File: src/rtl/bpsc_params.svh
// Constants for the bus pin state controller.
// Assumes inclusion by bare name from the rtl folder.
`ifndef BPSC_PARAMS_SVH
`define BPSC_PARAMS_SVH
`define BPSC_ADDR_W      26
`define BPSC_DATA_LO_W   16
`define BPSC_DATA_HI_W   16
`define BPSC_ROMCS_W     4
`define BPSC_RAS_W       4
`define BPSC_LEVEL_LOW   1'b0
`define BPSC_LEVEL_HIGH  1'b1
`define BPSC_SYNC_RESET  3'h0
`define BPSC_SYNC_ARMED  3'h7
`endif

File: src/rtl/bpsc_pkg.sv
// Types for the bus pin state controller.
// Assumes no other package.
`default_nettype none
package bpsc_pkg;
	typedef enum logic [2:0] {
		BPSC_COND_NORMAL,
		BPSC_COND_CLKRST,
		BPSC_COND_SYSRST,
		BPSC_COND_SUSPEND,
		BPSC_COND_HIBERNATE,
		BPSC_COND_HOLD
	} bpsc_cond_t;
endpackage
`default_nettype wire

File: src/rtl/bpsc_top.sv
// Bus pin state controller: selects the system bus pin state per condition.
// Assumes core bus signals and mode inputs come from logic on mclk_i.
// Operation
// - address and low data: 0, hold, float
// - upper data: 0 or float, hold, float as data or hold as GPIO
// - chip selects float or high by condition
// - strobes float or high by condition
// - DRAM strobes high, low, float, source-dependent
// - bus clock low except during bus hold
// - reset output float, high, low, normal
// - retained pins keep last full-speed level
// - hold clock low from Suspend, else toggling
// - switch reset drives DRAM strobes low
// - normal pins keep functional behaviour
`include "bpsc_params.svh"
`default_nettype none
module bpsc_top
#(
	parameter int ADDR_W  = `BPSC_ADDR_W,
	parameter int DLO_W   = `BPSC_DATA_LO_W,
	parameter int DHI_W   = `BPSC_DATA_HI_W,
	parameter int ROMCS_W = `BPSC_ROMCS_W,
	parameter int RAS_W   = `BPSC_RAS_W
)
(
	// Clock and reset
	input  wire logic               mclk_i,
	input  wire logic               rst_n_i,
	// Condition inputs from the reset and power-mode controller
	input  wire logic               clock_domain_reset_i,
	input  wire logic               watchdog_reset_i,
	input  wire logic               reset_switch_input_i,
	input  wire logic               suspend_i,
	input  wire logic               hibernate_i,
	input  wire logic               power_down_timer_i,
	input  wire logic               bus_hold_i,
	input  wire logic               upper_is_data_i,
	// Core bus side in full-speed operation
	input  wire logic [ADDR_W-1:0]  core_addr_i,
	input  wire logic [DLO_W-1:0]   core_dlo_i,
	input  wire logic [DHI_W-1:0]   core_dhi_i,
	input  wire logic               core_data_oe_i,
	input  wire logic               core_display_sel_n_i,
	input  wire logic [ROMCS_W-1:0] core_boot_sel_n_i,
	input  wire logic [5:0]         core_strobes_n_i,
	input  wire logic [RAS_W-1:0]   core_row_n_i,
	input  wire logic [1:0]         core_col_n_i,
	input  wire logic               core_system_bus_clock_out_i,
	input  wire logic               core_rst_out_i,
	// Pin side
	output logic [ADDR_W-1:0]       addr_o,
	output logic                    addr_oe_o,
	output logic [DLO_W-1:0]        dlo_o,
	output logic                    dlo_oe_o,
	output logic [DHI_W-1:0]        dhi_o,
	output logic                    dhi_oe_o,
	output logic                    display_select_n_o,
	output logic                    display_select_oe_o,
	output logic [ROMCS_W-1:0]      boot_memory_select_n_o,
	output logic                    boot_memory_select_oe_o,
	output logic [5:0]              strobes_n_o,
	output logic                    strobes_oe_o,
	output logic [RAS_W-1:0]        dram_row_strobe_n_o,
	output logic                    dram_upper_col_strobe_n_o,
	output logic                    dram_lower_col_strobe_n_o,
	output logic                    dram_oe_o,
	output logic                    system_bus_clock_out_o,
	output logic                    reset_output_o,
	output logic                    reset_output_oe_o,
	output var bpsc_pkg::bpsc_cond_t cond_o
);
	localparam int NCOND = 7;

	typedef struct packed {
		logic [NCOND-1:0][2:0]  sync;
		logic [NCOND-1:0]       held;
		logic                   sw_src;
		logic                   hold_from_susp;
		bpsc_pkg::bpsc_cond_t   cond;
		logic [ADDR_W-1:0]      r_addr;
		logic [DLO_W-1:0]       r_dlo;
		logic [DHI_W-1:0]       r_dhi;
		logic                   r_doe;
		logic                   r_disp;
		logic [ROMCS_W-1:0]     r_boot;
		logic [5:0]             r_strb;
		logic [ADDR_W-1:0]      addr;
		logic                   addr_oe;
		logic [DLO_W-1:0]       dlo;
		logic                   dlo_oe;
		logic [DHI_W-1:0]       dhi;
		logic                   dhi_oe;
		logic                   disp;
		logic                   disp_oe;
		logic [ROMCS_W-1:0]     boot;
		logic                   boot_oe;
		logic [5:0]             strb;
		logic                   strb_oe;
		logic [RAS_W-1:0]       ras;
		logic [1:0]             cas;
		logic                   dram_oe;
		logic                   bclk;
		logic                   rout;
		logic                   rout_oe;
	} bpsc_state_t;

	bpsc_state_t state_reg;
	bpsc_state_t state_next;

	logic [NCOND-1:0] raw;
	logic [NCOND-1:0] lvl;
	assign raw = {bus_hold_i, power_down_timer_i, hibernate_i, suspend_i,
		reset_switch_input_i, watchdog_reset_i, clock_domain_reset_i};

	// A change counts once the second and third stages agree; until then the last level stands.
	always_comb
	begin
		for (int i = 0; i < NCOND; i++)
			lvl[i] = (state_reg.sync[i][1] == state_reg.sync[i][2]) ? state_reg.sync[i][2]
				: state_reg.held[i];
	end

	always_comb
	begin
		state_next = state_reg;
		for (int i = 0; i < NCOND; i++)
			state_next.sync[i] = {state_reg.sync[i][1:0], raw[i]};
		state_next.held = lvl;
		// Fixed priority keeps exactly one condition active.
		if (lvl[0])
			state_next.cond = bpsc_pkg::BPSC_COND_CLKRST;
		else if (lvl[1] | lvl[2])
			state_next.cond = bpsc_pkg::BPSC_COND_SYSRST;
		else if (lvl[4] | lvl[5])
			state_next.cond = bpsc_pkg::BPSC_COND_HIBERNATE;
		else if (lvl[6])
			state_next.cond = bpsc_pkg::BPSC_COND_HOLD;
		else if (lvl[3])
			state_next.cond = bpsc_pkg::BPSC_COND_SUSPEND;
		else
			state_next.cond = bpsc_pkg::BPSC_COND_NORMAL;
		// Switch reset wins the source when both resets are seen together.
		if (lvl[2])
			state_next.sw_src = 1'b1;
		else if (lvl[1])
			state_next.sw_src = 1'b0;
		if (state_reg.cond != bpsc_pkg::BPSC_COND_HOLD)
			state_next.hold_from_susp = (state_reg.cond == bpsc_pkg::BPSC_COND_SUSPEND);
		if (state_reg.cond == bpsc_pkg::BPSC_COND_NORMAL)
		begin
			state_next.r_addr = core_addr_i;
			state_next.r_dlo  = core_dlo_i;
			state_next.r_dhi  = core_dhi_i;
			state_next.r_doe  = core_data_oe_i;
			state_next.r_disp = core_display_sel_n_i;
			state_next.r_boot = core_boot_sel_n_i;
			state_next.r_strb = core_strobes_n_i;
		end
		case (state_next.cond)
			bpsc_pkg::BPSC_COND_CLKRST, bpsc_pkg::BPSC_COND_SYSRST,
			bpsc_pkg::BPSC_COND_HIBERNATE:
			begin
				state_next.addr    = '0;
				state_next.addr_oe = `BPSC_LEVEL_HIGH;
				state_next.dlo     = '0;
				state_next.dlo_oe  = `BPSC_LEVEL_HIGH;
				state_next.dhi     = '0;
				state_next.dhi_oe  = upper_is_data_i;
				state_next.bclk    = `BPSC_LEVEL_LOW;
				if (state_next.cond == bpsc_pkg::BPSC_COND_SYSRST)
				begin
					state_next.disp    = `BPSC_LEVEL_HIGH;
					state_next.disp_oe = `BPSC_LEVEL_HIGH;
					state_next.boot    = '1;
					state_next.boot_oe = `BPSC_LEVEL_HIGH;
					state_next.strb    = '1;
					state_next.strb_oe = `BPSC_LEVEL_HIGH;
					state_next.ras     = {RAS_W{~state_next.sw_src}};
					state_next.cas     = {2{~state_next.sw_src}};
					state_next.dram_oe = `BPSC_LEVEL_HIGH;
					state_next.rout    = `BPSC_LEVEL_HIGH;
					state_next.rout_oe = `BPSC_LEVEL_HIGH;
				end
				else
				begin
					state_next.disp_oe = `BPSC_LEVEL_LOW;
					state_next.boot_oe = `BPSC_LEVEL_LOW;
					state_next.strb_oe = `BPSC_LEVEL_LOW;
					state_next.rout_oe = `BPSC_LEVEL_LOW;
					state_next.dram_oe = `BPSC_LEVEL_HIGH;
					// Clock-domain reset parks DRAM strobes high, hibernate low.
					state_next.ras = {RAS_W{state_next.cond == bpsc_pkg::BPSC_COND_CLKRST}};
					state_next.cas = {2{state_next.cond == bpsc_pkg::BPSC_COND_CLKRST}};
				end
			end
			bpsc_pkg::BPSC_COND_SUSPEND:
			begin
				state_next.addr    = state_reg.r_addr;
				state_next.addr_oe = `BPSC_LEVEL_HIGH;
				state_next.dlo     = state_reg.r_dlo;
				state_next.dlo_oe  = state_reg.r_doe;
				state_next.dhi     = state_reg.r_dhi;
				state_next.dhi_oe  = state_reg.r_doe | ~upper_is_data_i;
				state_next.disp    = `BPSC_LEVEL_HIGH;
				state_next.disp_oe = `BPSC_LEVEL_HIGH;
				state_next.boot    = '1;
				state_next.boot_oe = `BPSC_LEVEL_HIGH;
				state_next.strb    = '1;
				state_next.strb_oe = `BPSC_LEVEL_HIGH;
				state_next.ras     = '0;
				state_next.cas     = '0;
				state_next.dram_oe = `BPSC_LEVEL_HIGH;
				state_next.bclk    = `BPSC_LEVEL_LOW;
				state_next.rout    = `BPSC_LEVEL_LOW;
				state_next.rout_oe = `BPSC_LEVEL_HIGH;
			end
			bpsc_pkg::BPSC_COND_HOLD:
			begin
				state_next.addr_oe = `BPSC_LEVEL_LOW;
				state_next.dlo_oe  = `BPSC_LEVEL_LOW;
				// Upper half as GPIO keeps its last full-speed state.
				state_next.dhi     = state_reg.r_dhi;
				state_next.dhi_oe  = ~upper_is_data_i & state_reg.r_doe;
				state_next.disp    = `BPSC_LEVEL_HIGH;
				state_next.disp_oe = `BPSC_LEVEL_HIGH;
				state_next.boot    = '1;
				state_next.boot_oe = `BPSC_LEVEL_HIGH;
				state_next.strb_oe = `BPSC_LEVEL_LOW;
				state_next.dram_oe = `BPSC_LEVEL_LOW;
				state_next.bclk    = state_next.hold_from_susp ? `BPSC_LEVEL_LOW
					: core_system_bus_clock_out_i;
				state_next.rout    = core_rst_out_i;
				state_next.rout_oe = `BPSC_LEVEL_HIGH;
			end
			default:
			begin
				state_next.addr    = core_addr_i;
				state_next.addr_oe = `BPSC_LEVEL_HIGH;
				state_next.dlo     = core_dlo_i;
				state_next.dlo_oe  = core_data_oe_i;
				state_next.dhi     = core_dhi_i;
				state_next.dhi_oe  = core_data_oe_i;
				state_next.disp    = core_display_sel_n_i;
				state_next.disp_oe = `BPSC_LEVEL_HIGH;
				state_next.boot    = core_boot_sel_n_i;
				state_next.boot_oe = `BPSC_LEVEL_HIGH;
				state_next.strb    = core_strobes_n_i;
				state_next.strb_oe = `BPSC_LEVEL_HIGH;
				state_next.ras     = core_row_n_i;
				state_next.cas     = core_col_n_i;
				state_next.dram_oe = `BPSC_LEVEL_HIGH;
				state_next.bclk    = core_system_bus_clock_out_i;
				state_next.rout    = core_rst_out_i;
				state_next.rout_oe = `BPSC_LEVEL_HIGH;
			end
		endcase
	end

	// Reset loads the clock-domain reset state but floats upper data; its synchroniser starts armed so the state outlasts reset.
	always_ff @(posedge mclk_i or negedge rst_n_i)
	begin
		if (!rst_n_i)
		begin
			state_reg         <= '0;
			state_reg.sync[0] <= `BPSC_SYNC_ARMED;
			state_reg.held[0] <= `BPSC_LEVEL_HIGH;
			state_reg.cond    <= bpsc_pkg::BPSC_COND_CLKRST;
			state_reg.ras     <= '1;
			state_reg.cas     <= '1;
			state_reg.dram_oe <= 1'b1;
			state_reg.addr_oe <= 1'b1;
			state_reg.dlo_oe  <= 1'b1;
		end
		else
			state_reg <= state_next;
	end

	assign addr_o                    = state_reg.addr;
	assign addr_oe_o                 = state_reg.addr_oe;
	assign dlo_o                     = state_reg.dlo;
	assign dlo_oe_o                  = state_reg.dlo_oe;
	assign dhi_o                     = state_reg.dhi;
	assign dhi_oe_o                  = state_reg.dhi_oe;
	assign display_select_n_o        = state_reg.disp;
	assign display_select_oe_o       = state_reg.disp_oe;
	assign boot_memory_select_n_o    = state_reg.boot;
	assign boot_memory_select_oe_o   = state_reg.boot_oe;
	assign strobes_n_o               = state_reg.strb;
	assign strobes_oe_o              = state_reg.strb_oe;
	assign dram_row_strobe_n_o       = state_reg.ras;
	assign dram_upper_col_strobe_n_o = state_reg.cas[1];
	assign dram_lower_col_strobe_n_o = state_reg.cas[0];
	assign dram_oe_o                 = state_reg.dram_oe;
	assign system_bus_clock_out_o    = state_reg.bclk;
	assign reset_output_o            = state_reg.rout;
	assign reset_output_oe_o         = state_reg.rout_oe;
	assign cond_o                    = state_reg.cond;
endmodule // bpsc_top
`default_nettype wire

File: config.mk
export PLATFORM = sky130hd
export DESIGN_NAME = bpsc_top
export DESIGN_NICKNAME = d
export VERILOG_FILES = /design/src/rtl/bpsc_pkg.sv /design/src/rtl/bpsc_top.sv
export VERILOG_INCLUDE_DIRS = /design/src /design/src/rtl
export SDC_FILE = /design/constraint.sdc
export NUM_CORES = 1
export LEC_CHECK = 0
export ABC_AREA = 1
export BUFFER_PORTS_ARGS = -buffer_cell sky130_fd_sc_hd__buf_4
export CORE_ASPECT_RATIO = 1.5
export CORE_MARGIN = 3
export CORE_UTILIZATION = 50
export CTS_BUF_LIST = sky130_fd_sc_hd__clkbuf_8
export CTS_CLUSTER_DIAMETER = 40
export CTS_CLUSTER_SIZE = 25
export DETAILED_ROUTE_END_ITERATION = 16
export PLACE_DENSITY = 0.84
export SLEW_MARGIN = 5
export SYNTH_ARGS = -nofsm -noshare
export SYNTH_HDL_FRONTEND = slang
export SYNTH_SLANG_ARGS = --single-unit
File: constraint.sdc
create_clock -name mclk_i -period 2 [get_ports mclk_i]
set_input_delay 0.1 -clock mclk_i [delete_from_list [all_inputs] [get_ports mclk_i]]
set_output_delay 0.1 -clock mclk_i [all_outputs]
set_load 0.03 [all_outputs]
Word-level counts from Yosys, hierarchy flattened
Cells that the tools add are included.
W data, S select, Z words.
{"block": "word_totals", "output_inout_bits": 88, "regBits": 177, "in_bits": 88}
{"block": "op_classes", "bitwise": 7, "n_reduce_logical": 3, "eq_ne": 15, "mux": 29}
{"op": "$pmux W26 S3", "n": 1}
{"op": "$pmux W25 S3", "n": 1}
{"op": "$pmux W16 S3", "n": 1}
{"op": "$pmux W6 S3", "n": 2}
{"op": "$mux W1", "n": 14}
{"op": "$mux W3", "n": 4}
{"op": "$pmux W4 S3", "n": 1}
{"op": "$eq A3 B2 Y1 const B", "n": 3}
{"op": "$mux W8", "n": 1}
{"op": "$eq A1 B1 Y1", "n": 7}
{"op": "$eq A3 B3 Y1 const B", "n": 2}
{"op": "$mux W6", "n": 1}
{"op": "$mux W4", "n": 1}
{"op": "$eq A3 B1 Y1 const B", "n": 1}
{"op": "$logic_not A3 Y1", "n": 1}
{"op": "$ne A3 B3 Y1 const B", "n": 1}
{"op": "$not A1 Y1", "n": 3}
{"op": "$or A1 B1 Y1", "n": 3}
{"op": "$reduce_or A3 Y1", "n": 1}
{"op": "$mux W2", "n": 1}
{"op": "$ne A2 B2 Y1 const B", "n": 1}
{"op": "$pmux W1 S2", "n": 1}
{"op": "$reduce_and A2 Y1", "n": 1}
{"op": "$and A1 B1 Y1", "n": 1}

Logic depth before layout (Yosys ltp)
Gate-level depths: netlist of the first run.
{"block": "depth", "word_depth": 11, "ltp_mapped": 12, "depth_no_buf": 11}

Worst setup path before layout of the first run
OpenSTA, ideal clock, no wires.
{"block": "synth_timing", "kind": "register to register", "startpoint": "register state_reg, in the netlist state_next[169]", "endpoint": "register state_reg, in the netlist reset_output_o", "setup_time_ns": 0.113, "stages_incl_launch_ff": 9, "t_required_ns": 1.887, "path_buffers": 0, "period_less_slack_ns": 1.598, "arrival_ns": 1.485, "path_slack_ns": 0.402, "path_cell_list": "dfstp_2 a21o_1 o21ai_4 nand3_1 nor2_2 nor2_1 nand3_1 nand2_1 inv_1"}
{"block": "synth_via", "elab_chain_len": 6}
{"element": "start: declaration", "line_no": "bpsc_top.sv:107", "text": "bpsc_state_t state_reg;"}
{"element": "start signal: assignment", "line_no": "bpsc_top.sv:275", "text": "state_reg <= state_next;"}
{"element": "$eq A1 B1 Y1 (*)", "line_no": "bpsc_top.sv:119", "text": "lvl[i] = (state_reg.sync[i][1] == state_reg.sync[i][2]) ? state_reg.sync[i][2]"}
{"element": "$mux W1 (*)", "line_no": "bpsc_top.sv:119"}
{"element": "$mux W3 (*)", "line_no": "bpsc_top.sv:130", "text": "if (lvl[0])"}
{"element": "$eq A3 B2 Y1 (tied with other cells)", "line_no": "bpsc_top.sv:159, bpsc_top.sv:170"}
{"element": "$reduce_or A3 Y1", "line_no": "bpsc_top.sv:159", "text": "case (state_next.cond)"}
{"element": "$pmux W4 S3 or $ne A2 B2 Y1 (tied branches)"}
Every way passes the cells marked *; elsewhere a longest branch is shown, timed or not.
A chain may end at the register's enable or synchronous reset.

Worst setup path after layout of the first run
{"block": "layout_timing", "startpoint": "register state_reg, in the netlist state_next[169]", "endpoint": "register state_reg, in the netlist dlo_o[14]"}
{"block": "layout_via", "elab_chain_len": 6}
{"element": "$eq A1 B1 Y1 (*)", "line_no": "bpsc_top.sv:119"}
{"element": "$mux W1 (*)", "line_no": "bpsc_top.sv:119"}
{"element": "$mux W3 (*)", "line_no": "bpsc_top.sv:130"}
{"element": "$eq A3 B2 Y1 (tied with other cells)", "line_no": "bpsc_top.sv:159"}
{"element": "$reduce_or A3 Y1", "line_no": "bpsc_top.sv:159"}
{"element": "$pmux W16 S3", "line_no": "bpsc_top.sv:159"}
Marked as above.

==> metrics.yaml, run 1 <==
unrepaired_setup_endpoints_after_global_routing: "true"
port_bufs: 175
relSlewSlack: 0.608
core_area_sq_um: 14700
cts.clk_slew.worst_paths_ns: 0.09
synth-edff-count: 0
timing.setup.critical_path_class: "reg2reg"
postRouteWirelength_microns: 18800
nets: 1067
via_per_inst: 5.09
critPathMaxFanout: 35
cts_tree: "built"
min_period_ns: 1.87
drt-wirelength-per-cell_microns: 15.8
synth_area_leaders: "dfrtp_1 54%, nand2_1 9.4%, buf_4 7.8%"
cpMaxStageDelayCell: "dfstp_2"
report.final.slew_viol_count: 0
synth_common_cells: "189 x nand2_1, 161 x dfrtp_1, 94 x inv_1"
yosysUniqueCellTypes: 32
syn-instance-count: 789
synth_xor_area_frac: 0
clock_power_share: 0.276
synth_area_sq_um: 7520
routed-via-count: 6057
gpl.final_weighted_congestion: 0.821
grt_antenna_before_repair: 1
compound_gate_portion_of_the_synthesized_area: 0.106
dieHeight_microns: 156
synth_top_family_by_area: "simple AND/OR/NAND/NOR gates"
grt_pass1_wl_microns: 29600
power-per-cell-area_nw_per_um2: 975
share_of_synthesized_flip_flops_with_an_asynchronous_set_or_reset: 1.00
drc: 0
post-dp-hpwl_microns: 11400
critPathBufInv: 1
synth_seq_cells: 175
postRouteAntennaNets: 0
insertion_delay_ns: 0.44
total_switching_power_mw: 3.10
power_frac_seq: 0.476
largest_register_ff_count: 75
clock_tree.root_cell: "clkbuf_8"
cp_data_arrival_time_ns: 2.22
max-clock-path-buffers: 2
yosys.area_share.adder: 0
p_sw_frac: 0.321
yosys.area.top_type: "dfrtp_1"
clock_buffers_created_by_tritoncts: 17
outcome: "completed"
post_synth_and_or_nand_nor_area_fraction: 0.160
core.rowCount: 54
aggregate_global_route_resource_usage: 0.226
synth_area_per_cell_sq_um: 9.53
seq_area_frac_synth: 0.585
crit_required_ns: 2.34
drive_above_1_share: 0.265
hp-class: "in2async"
post-route-util: 0.675
setup_viol_count_final: 0
drt_iter0_drc: 441
ctsHtreeMaxLevel: 4
ir_drop_uv: 527
floorplan.initialDensity: 0.513
placed_cells: 1065
final.setup_skew_ns: 0.0120
numClockSinks: 175
worstSetupStartpointType: "flip-flop"
timing.final.hold_violations: 0
leakage_nw: 4.90
max_slew.worst_pin.slew_ns: 0.587
yosys.cell_count.top_type: "nand2_1"
synth_nets: 877
post-route-period-util: 0.937
synth.area.mux_share: 0
cell_breakdown_of_the_critical_path: "a21o_1 > o21ai_4 > nand2_4 > nand4_4 > buf_12 > o211ai_1"
internal_power_mw: 6.55
grt.overflow.total: 0
combinationalPowerShare: 0.248
io_pins: 176
maximum_number_of_pins_on_one_net_before_global_route_repair: 94
fp.dieArea_sq_um: 16600
drv_cap: 0
timing.critical_path.max_delay_family: "flip-flops"
critical_path_end_type: "flip-flop"
cp_slowest_stage_delay_ns: 0.58
die_width_microns: 106
area_delta_synth_final_pct: 31.6
yosysTopAreaCellShare: 0.536
drt_pre_antenna_iters: 5
ys.warnings.count: 0
layout.cells.non_filler: 1190
dominantRegCellSynth: "dfrtp_1"
fmax_mhz: 534
grt_pass1_vias: 6198
layer usage:
metal,GRT usage,routed length (microns),part of all wire,up-vias
met3,0.0464,922,0.049,72
met5,0,0,0,-
met2,0.397,9810,0.52,244
met1,0.255,7160,0.38,2916
met4,0.124,896,0.048,0
li1,-,-,-,2825
stage by stage:
step / setup TNS (ns) / setup WS [ns] / area [sq um] / total power [mW] / hold WS (ns)
after floorplan: 0 / 0.402 / 7520 / 6.19 / -0.196
after global placement: 0 / 0.156 / 8510 / 6.78 / -0.0184
after detailed placement: 0 / 0.124 / 8510 / 6.85 / -0.0193
after CTS: 0 / 0.0943 / 9820 / 9.64 / 0.0581
after global routing: -0.0664 / -0.0419 / 9890 / 10.1 / 0.0609
final: 0 / 0.126 / 9890 / 9.64 / 0.0775
cell type report:
class,count,area (sq um)
Timing Repair Buffer,280,2400
Antenna cell,2,5.00
Tap cell,196,245
Clock buffer,18,248
Sequential cell,175,4400
Clock inverter,14,190
Fill cell,1053,4770
Multi-Input combinational cell,407,2040
Inverter,98,370
cells in the final DEF (no fill, tap or decap), types with 5 or more instances in the layout:
cell / n
buf_4: 183
nand2_2: 5
or2_2: 5
nand3b_1: 5
o21ai_0: 70
clkbuf_8: 18
dfstp_2: 14
dlygate4sd3_1: 87
nand3_1: 56
inv_1: 95
buf_6: 5
nand2_1: 187
o21ai_1: 10
buf_12: 5
o211ai_1: 42
dfrtp_1: 161
nor2_1: 8
worst register-to-register path, cell delays in order (launching register included):
cell and delay, ns:
dfstp_2 0.58, a21o_1 0.16, o21ai_4 0.12, nand2_4 0.12
nand4_4 0.27, buf_12 0.28, o211ai_1 0.25
worst paths after layout:
| kind | from | to | slack (ns) | cells past startpoint |
|---|---|---|---|---|
| max in group asynchronous | rst_n_i | state_next[168]$_DFF_PN1_ | 1.13 | 3 |
| max | state_next[169]$_DFF_PN1_ | dlo_o[14]$_DFFE_PN0P_ | 0.13 | 6 |
| max reg2reg | state_next[169]$_DFF_PN1_ | dlo_o[14]$_DFFE_PN0P_ | 0.13 | 6 |
| min | rst_n_i | addr_o[23]$_DFFE_PN0P_ | 0.08 | 2 |
| min in group mclk_i | hibernate_i | state_next[180]$_DFF_PN0_ | 0.32 | 2 |
| min reg2reg | state_next[174]$_DFF_PN0_ | state_next[175]$_DFF_PN0_ | 0.34 | 0 |
kinds of logic (layout without fill, tap and decap cells):
logic type / Yosys count / in the layout
compound gates: 131 / 131
flops: 175 / 175
buf+inv: 207 / 410
other cells: 0 / 2
simple gates: 276 / 276
timing repair:
action | 4_1_cts | 5_1_grt
resized for setup | 0 | 8
endpoints found under the hold margin | 311 | 0
setup endpoints to repair | 0 | 50
hold buffers | 87 | 0
buffers inserted | 0 | 4
power by group through the flow:
stage	registers, mW	logic [mW]	clock network [mW]
floorplan	4.61	1.57	0
CTS	4.57	2.36	2.72
global route	4.66	2.62	2.88
global placement	4.61	2.17	0
detailed placement	4.63	2.22	0
finish	4.59	2.39	2.66
No activity file was read; power rests on OpenSTA's default activity.
==> run 2, diff against run 1 <==
CAP_MARGIN = 30   (was not set)
PLACE_DENSITY = 0.75   (was 0.84)
==> run 2 against run 1 <==
Compared with the run above: setup slack improved by 0.070 ns; utilization down 0.12 points; die area is the same; non-clock buffer count shrank 4; register-to-register slack gained 0.07 ns; hold slack better by 0.10 ns; cell count is 0.50% lower; sequential share of layout area increased by 0.079 points; critical path type unchanged; largest cell class unchanged.
==> metrics.yaml, run 2 (synthesis results as in run 1) <==
outcome: "completed"
drt_pre_antenna_iters: 5  # unchanged
postRouteWirelength_microns: 17800  # -5.4%
holdWs_ns: 0.182  # +0.104 ns
die_width_microns: 106  # unchanged
gpl.final_weighted_congestion: 0.815  # -0.76%
r2r-start: "state_next[169]$_DFF_PN1_"
critPathMaxFanout: 10  # -71%
critical_path_end_type: "flip-flop"
post-route-util: 0.674  # -0.00119
drive_above_1_share: 0.259  # -0.00601
via_per_inst: 4.93  # -3.1%
layout.cells.most_common: "nand2_1"
setup_viol_count_final: 0  # unchanged
area_delta_synth_final_pct: 31.4
cp_data_arrival_time_ns: 2.14  # -0.08 ns
relSlewSlack: 0.639  # +0.0310
port_bufs: 175  # unchanged
post-dp-hpwl_microns: 11300  # -0.64%
routed-via-count: 5839  # -3.6%
final.setup_skew_ns: 0.0169  # +0.00497 ns
nets: 1063  # -0.37%
grt_antenna_before_repair: 0  # -1
cts_tree: "built"
dieHeight_microns: 156  # unchanged
io_pins: 176  # unchanged
grt.overflow.total: 0  # unchanged
min_period_ns: 1.80  # -0.0700 ns
clock_tree.root_cell: "clkbuf_8"
drt_iter0_drc: 348  # -21%
insertion_delay_ns: 0.44  # about the same
fmax_mhz: 554  # +3.9%
largest_register_ff_count: 75  # unchanged
power.total_mw: 9.57  # -0.75%
ctsHtreeMaxLevel: 4  # unchanged
timing.setup.critical_path_class: "reg2reg"
aggregate_global_route_resource_usage: 0.220  # -0.00602
cts_setup_buffers: 0  # unchanged
cp-startpoint: "state_next[169]$_DFF_PN1_"
drt-wirelength-per-cell_microns: 15.0  # -4.9%
clock_buffers_created_by_tritoncts: 17  # unchanged
unrepaired_setup_endpoints_after_global_routing: "false"
max-clock-path-buffers: 2  # unchanged
most_frequent_cells_in_the_layout: "188 x nand2_1, 179 x buf_4, 161 x dfrtp_1, 97 x inv_1, 87 x dlygate4sd3_1"
max_slew.worst_pin.slew_ns: 0.541  # -0.0460 ns
post-route-period-util: 0.902  # -0.0350
leakage_nw: 4.89  # -0.19%
postRouteAntennaNets: 0  # unchanged
floorplan.initialDensity: 0.513  # unchanged
worstSetupStartpointType: "flip-flop"
crit_required_ns: 2.33  # about the same
ir_drop_uv: 539  # +2.3%
hp-class: "in2async"
core_area_sq_um: 14700  # unchanged
fp.dieArea_sq_um: 16600  # unchanged
grt_pass1_vias: 5946  # -4.1%
fin_setup_tns_ns: 0  # unchanged
maximum_number_of_pins_on_one_net_before_global_route_repair: 62  # -34%
drc: 0  # unchanged
core.rowCount: 54  # unchanged
timing.final.hold_violations: 0  # unchanged
drv_cap: 0  # unchanged
numClockSinks: 175  # unchanged
cts.clk_slew.worst_paths_ns: 0.09  # about the same
report.final.slew_viol_count: 0  # unchanged
grt_pass1_wl_microns: 29000  # -1.8%
antenna_cells_inserted: 0  # -2
power-per-cell-area_nw_per_um2: 969  # -0.57%
run 2: cell count changes in the layout (fill, tap and decap cells not counted), sizes merged:
cell and change:
buf -4, inv +3, clkinv -3, clkinvlp +1, diode -2, clkbuf -1
run 2: area by class of cell:
cell class              count  area, sq um
fillers                  1106         4790
flip-flops and latches    175         4400
repair buffers            276         2410
multi-input cells         407         2030
inverters                  98          370
well taps                 196          245
clock buffers              17          234
clock inverters            15          198
run 2: per-stage QoR:
stage | worst slack [ns] | cell area, sq um | std cells
after floorplan | 0.402 | 7520 | 789
after global placement | 0.150 | 8560 | 1065
after CTS | 0.125 | 9860 | 1184
final | 0.196 | 9880 | 1184
after detailed placement | 0.134 | 8560 | 1065
after global routing | 0.0146 | 9880 | 1184
run 2: per-layer routing:
layer  wire length [microns]  up-vias  track usage
met5                       0        -            0
met4                     393        0       0.0846
met3                     790       26       0.0427
met2                    9270      186        0.382
met1                    7320     2819        0.270
li1                        -     2808            -
run 2: worst paths after layout:
path                                              end  slack, ns  cells past startpoint
setup / recovery           strobes_n_o[5]$_DFFE_PN0P_       0.20                      8
hold / removal             strobes_n_o[1]$_DFFE_PN0P_       0.18                      2
setup reg to reg           strobes_n_o[5]$_DFFE_PN0P_       0.20                      8
hold reg to reg             state_next[172]$_DFF_PN0_       0.34                      0
max in group asynchronous          dlo_oe_o$_DFF_PN1_       1.16                      3
min in group mclk_i         state_next[168]$_DFF_PN1_       0.32                      2
run 2: power breakdown:
group          switching, mW  internal [mW]  total [mW]
combinational           1.45          0.927        2.38
clock                   1.25           1.36        2.62
sequential             0.356           4.22        4.58
total                   3.06           6.51        9.57
run 2: what timing repair did:
item	in CTS	in global routing
hold buffers	87	0
hold endpoints to repair	198	0
setup endpoints to repair	0	12
resized for setup	0	2
run 2: worst max-delay path: stages (launching register included):
cell and delay (ns):
dfstp_2 0.58, a21o_1 0.15, o21ai_4 0.13, nand3_1 0.19
inv_2 0.11, o21ai_4 0.24, inv_1 0.15, nand2_1 0.09
nand2_1 0.05
==> run 3, diff against run 2 <==
CTS_BUF_LIST = sky130_fd_sc_hd__clkbuf_4 sky130_fd_sc_hd__clkbuf_8 sky130_fd_sc_hd__clkbuf_16   (was sky130_fd_sc_hd__clkbuf_8)
REMOVE_ABC_BUFFERS = 1   (was not set)
clock period = 1.8 ns   (was 2 ns; I/O delays follow)
==> run 3 against run 2 <==
Compared with the run above: register-to-register slack worse by 0.12 ns; fmax rose by 4.8%; non-clock buffer count up 18; clock power is 37% higher; sequential cell count did not move; via count up 3.4%; power up 20%; largest power group unchanged.
==> metrics.yaml, run 3 (synthesis results as in run 1) <==
outcome: "completed"
critPathMaxFanout: 19  # +9
drt_iter0_drc: 356  # +2.3%
min_period_ns: 1.72  # -0.0823 ns
area_delta_synth_final_pct: 37.6
layout.cells.most_common: "buf_4"
cell_breakdown_of_the_critical_path: "nand2_1 > nand2_1 > nand2_2 > nand2_2 > clkinv_4 > nand3_2 > nor2_4 > buf_12 > buf_12 > nand2_1 > nand2_1 > inv_1 > nand3_1"
maximum_number_of_pins_on_one_net_before_global_route_repair: 50  # -19%
filler_cell_count: 1030  # -6.9%
post-route-util: 0.706  # +0.0321
sequential_cell_area_sq_um: 4400  # unchanged
cts.clk_slew.worst_paths_ns: 0.06  # -0.03 ns
routed-via-count: 6038  # +3.4%
grt_pass1_wl_microns: 30400  # +4.8%
timing.setup.critical_path_class: "reg2reg"
drive_above_1_share: 0.292  # +0.0331
aggregate_global_route_resource_usage: 0.232  # +0.0124
core_area_sq_um: 14700  # unchanged
postLayoutSetupSlackWorst_ns: 0.0779  # -0.118 ns
antenna_cells_inserted: 0  # unchanged
numClockSinks: 175  # unchanged
timing.final.hold_violations: 0  # unchanged
fp.dieArea_sq_um: 16600  # unchanged
dieHeight_microns: 156  # unchanged
core.rowCount: 54  # unchanged
postRouteWirelength_microns: 19500  # +10%
power-per-cell-area_nw_per_um2: 1110  # +15%
layout.cells.non_filler: 1202  # +1.5%
leakage_nw: 5.11  # +4.5%
placed_cells: 1073  # +0.75%
power.total_mw: 11.5  # +20%
relSlewSlack: 0.676  # +0.0369
cpMaxStageDelayCell: "dfrtp_1"
via_per_inst: 5.02  # +1.9%
hp-class: "in2reg"
floorplan.initialDensity: 0.513  # unchanged
most_frequent_cells_in_the_layout: "189 x buf_4, 179 x nand2_1, 161 x dfrtp_1, 93 x inv_1, 84 x dlygate4sd3_1"
max-clock-path-buffers: 2  # unchanged
cp_slowest_stage_delay_ns: 0.39  # -0.19 ns
critical_path.most_common_cell: "nand2_1"
drt-wirelength-per-cell_microns: 16.3  # +8.3%
final.setup_skew_ns: 0.00961  # -0.00731 ns
critical_path_end_type: "flip-flop"
place_worst_setup_slack_ns: 0.00888  # -0.125 ns
grt.overflow.total: 0  # unchanged
post-route-period-util: 0.957  # +0.0545
max_slew.worst_pin.slew_ns: 0.486  # -0.0554 ns
die_width_microns: 106  # unchanged
io_pins: 176  # unchanged
cp_data_arrival_time_ns: 2.08  # -0.06 ns
nets: 1082  # +1.8%
post-dp-hpwl_microns: 11600  # +2.8%
cts_tree: "built"
clock_tree.root_cell: "clkbuf_16"
grt_pass1_vias: 6284  # +5.7%
clock_buffers_created_by_tritoncts: 17  # unchanged
postRouteAntennaNets: 0  # unchanged
ctsHtreeMaxLevel: 4  # unchanged
r2r_slack_ns: 0.08  # -0.12 ns
drv_cap: 0  # unchanged
gpl.final_weighted_congestion: 0.796  # -2.3%
holdWs_ns: 0.00581  # -0.176 ns
ir_drop_uv: 706  # +31%
insertion_delay_ns: 0.42  # -0.02 ns
worstSetupStartpointType: "flip-flop"
crit_required_ns: 2.15  # -0.18 ns
report.final.slew_viol_count: 0  # unchanged
drc: 0  # unchanged
fmax_mhz: 581  # +4.8%
largest_register_ff_count: 75  # unchanged
multiInputGateArea_sq_um: 2110  # +4.0%
port_bufs: 175  # unchanged
grt_antenna_before_repair: 0  # unchanged
drt_pre_antenna_iters: 8  # +3
setup_viol_count_final: 0  # unchanged
==> run 3: changes by cell type in the layout (fill, tap and decap cells not counted), sizes merged, moves of 3 or more <==
cell	previous run	this run
dlygate4sd3	87	84
clkbuf	17	28
buf	189	207
clkinv	1	5
clkinvlp	4	0
inv	104	97
==> run 3: repair_timing <==
| item | CTS | global route |
|---|---|---|
| setup buffers | 1 | 7 |
| endpoints found under the hold margin | 181 | 0 |
| pin swaps | 1 | 7 |
| setup endpoints to repair | 4 | 79 |
| hold buffers | 84 | 0 |
| cloned | 1 | 5 |
| gates resized for setup | 3 | 27 |
==> run 3: layer usage <==
metal | GRT usage | up-vias | share of wire
met4 | 0.125 | 0 | 0.046
met1 | 0.268 | 2889 | 0.39
met3 | 0.0493 | 66 | 0.047
met5 | 0 | - | 0
met2 | 0.402 | 223 | 0.52
li1 | - | 2860 | -
==> run 3: path summary, 6_finish.rpt <==
kind,startpoint,to,depth (start not counted)
worst min-delay path,core_rst_out_i,reset_output_o$_DFFE_PN0P_,5
worst min register to register,state_next[174]$_DFF_PN0_,state_next[175]$_DFF_PN0_,0
worst max-delay path,state_next[175]$_DFF_PN0_,dhi_oe_o$_DFF_PN0_,13
min in group asynchronous,rst_n_i,boot_memory_select_n_o[3]$_DFFE_PN0P_,2
worst max register to register,state_next[175]$_DFF_PN0_,dhi_oe_o$_DFF_PN0_,13
max in group asynchronous,rst_n_i,dram_lower_col_strobe_n_o$_DFFE_PN1P_,3
==> run 3: per-stage QoR <==
| stage | setup TNS [ns] | instance area (sq um) |
|---|---|---|
| 2_1_floorplan | -71.26 | 6770 |
| 3_3_place_gp | 0 | 8620 |
| 3_5_place_dp | 0 | 8620 |
| 4_1_cts | 0 | 10100 |
| 5_1_grt | -0.443 | 10300 |
| 6_report | 0 | 10300 |
==> run 3: final cells by class <==
class                   count  share of cell area
clock buffers              25              0.0481
clock inverters             6             0.00810
inverters                  98              0.0363
multi-input cells         408               0.204
flip-flops and latches    175               0.425
well taps                 196              0.0237
repair buffers            294               0.255
==> run 3: worst max-delay path: cells and delay by family (launching register included) <==
family	cells	cell delay [ns]
flops	1	0.39
simple gates	9	0.81
buf+inv	4	0.44
==> run 3: where the power goes <==
group          switching (mW)  internal [mW]
Combinational            1.70           1.13
Sequential              0.395           4.70
Clock                    1.40           2.20
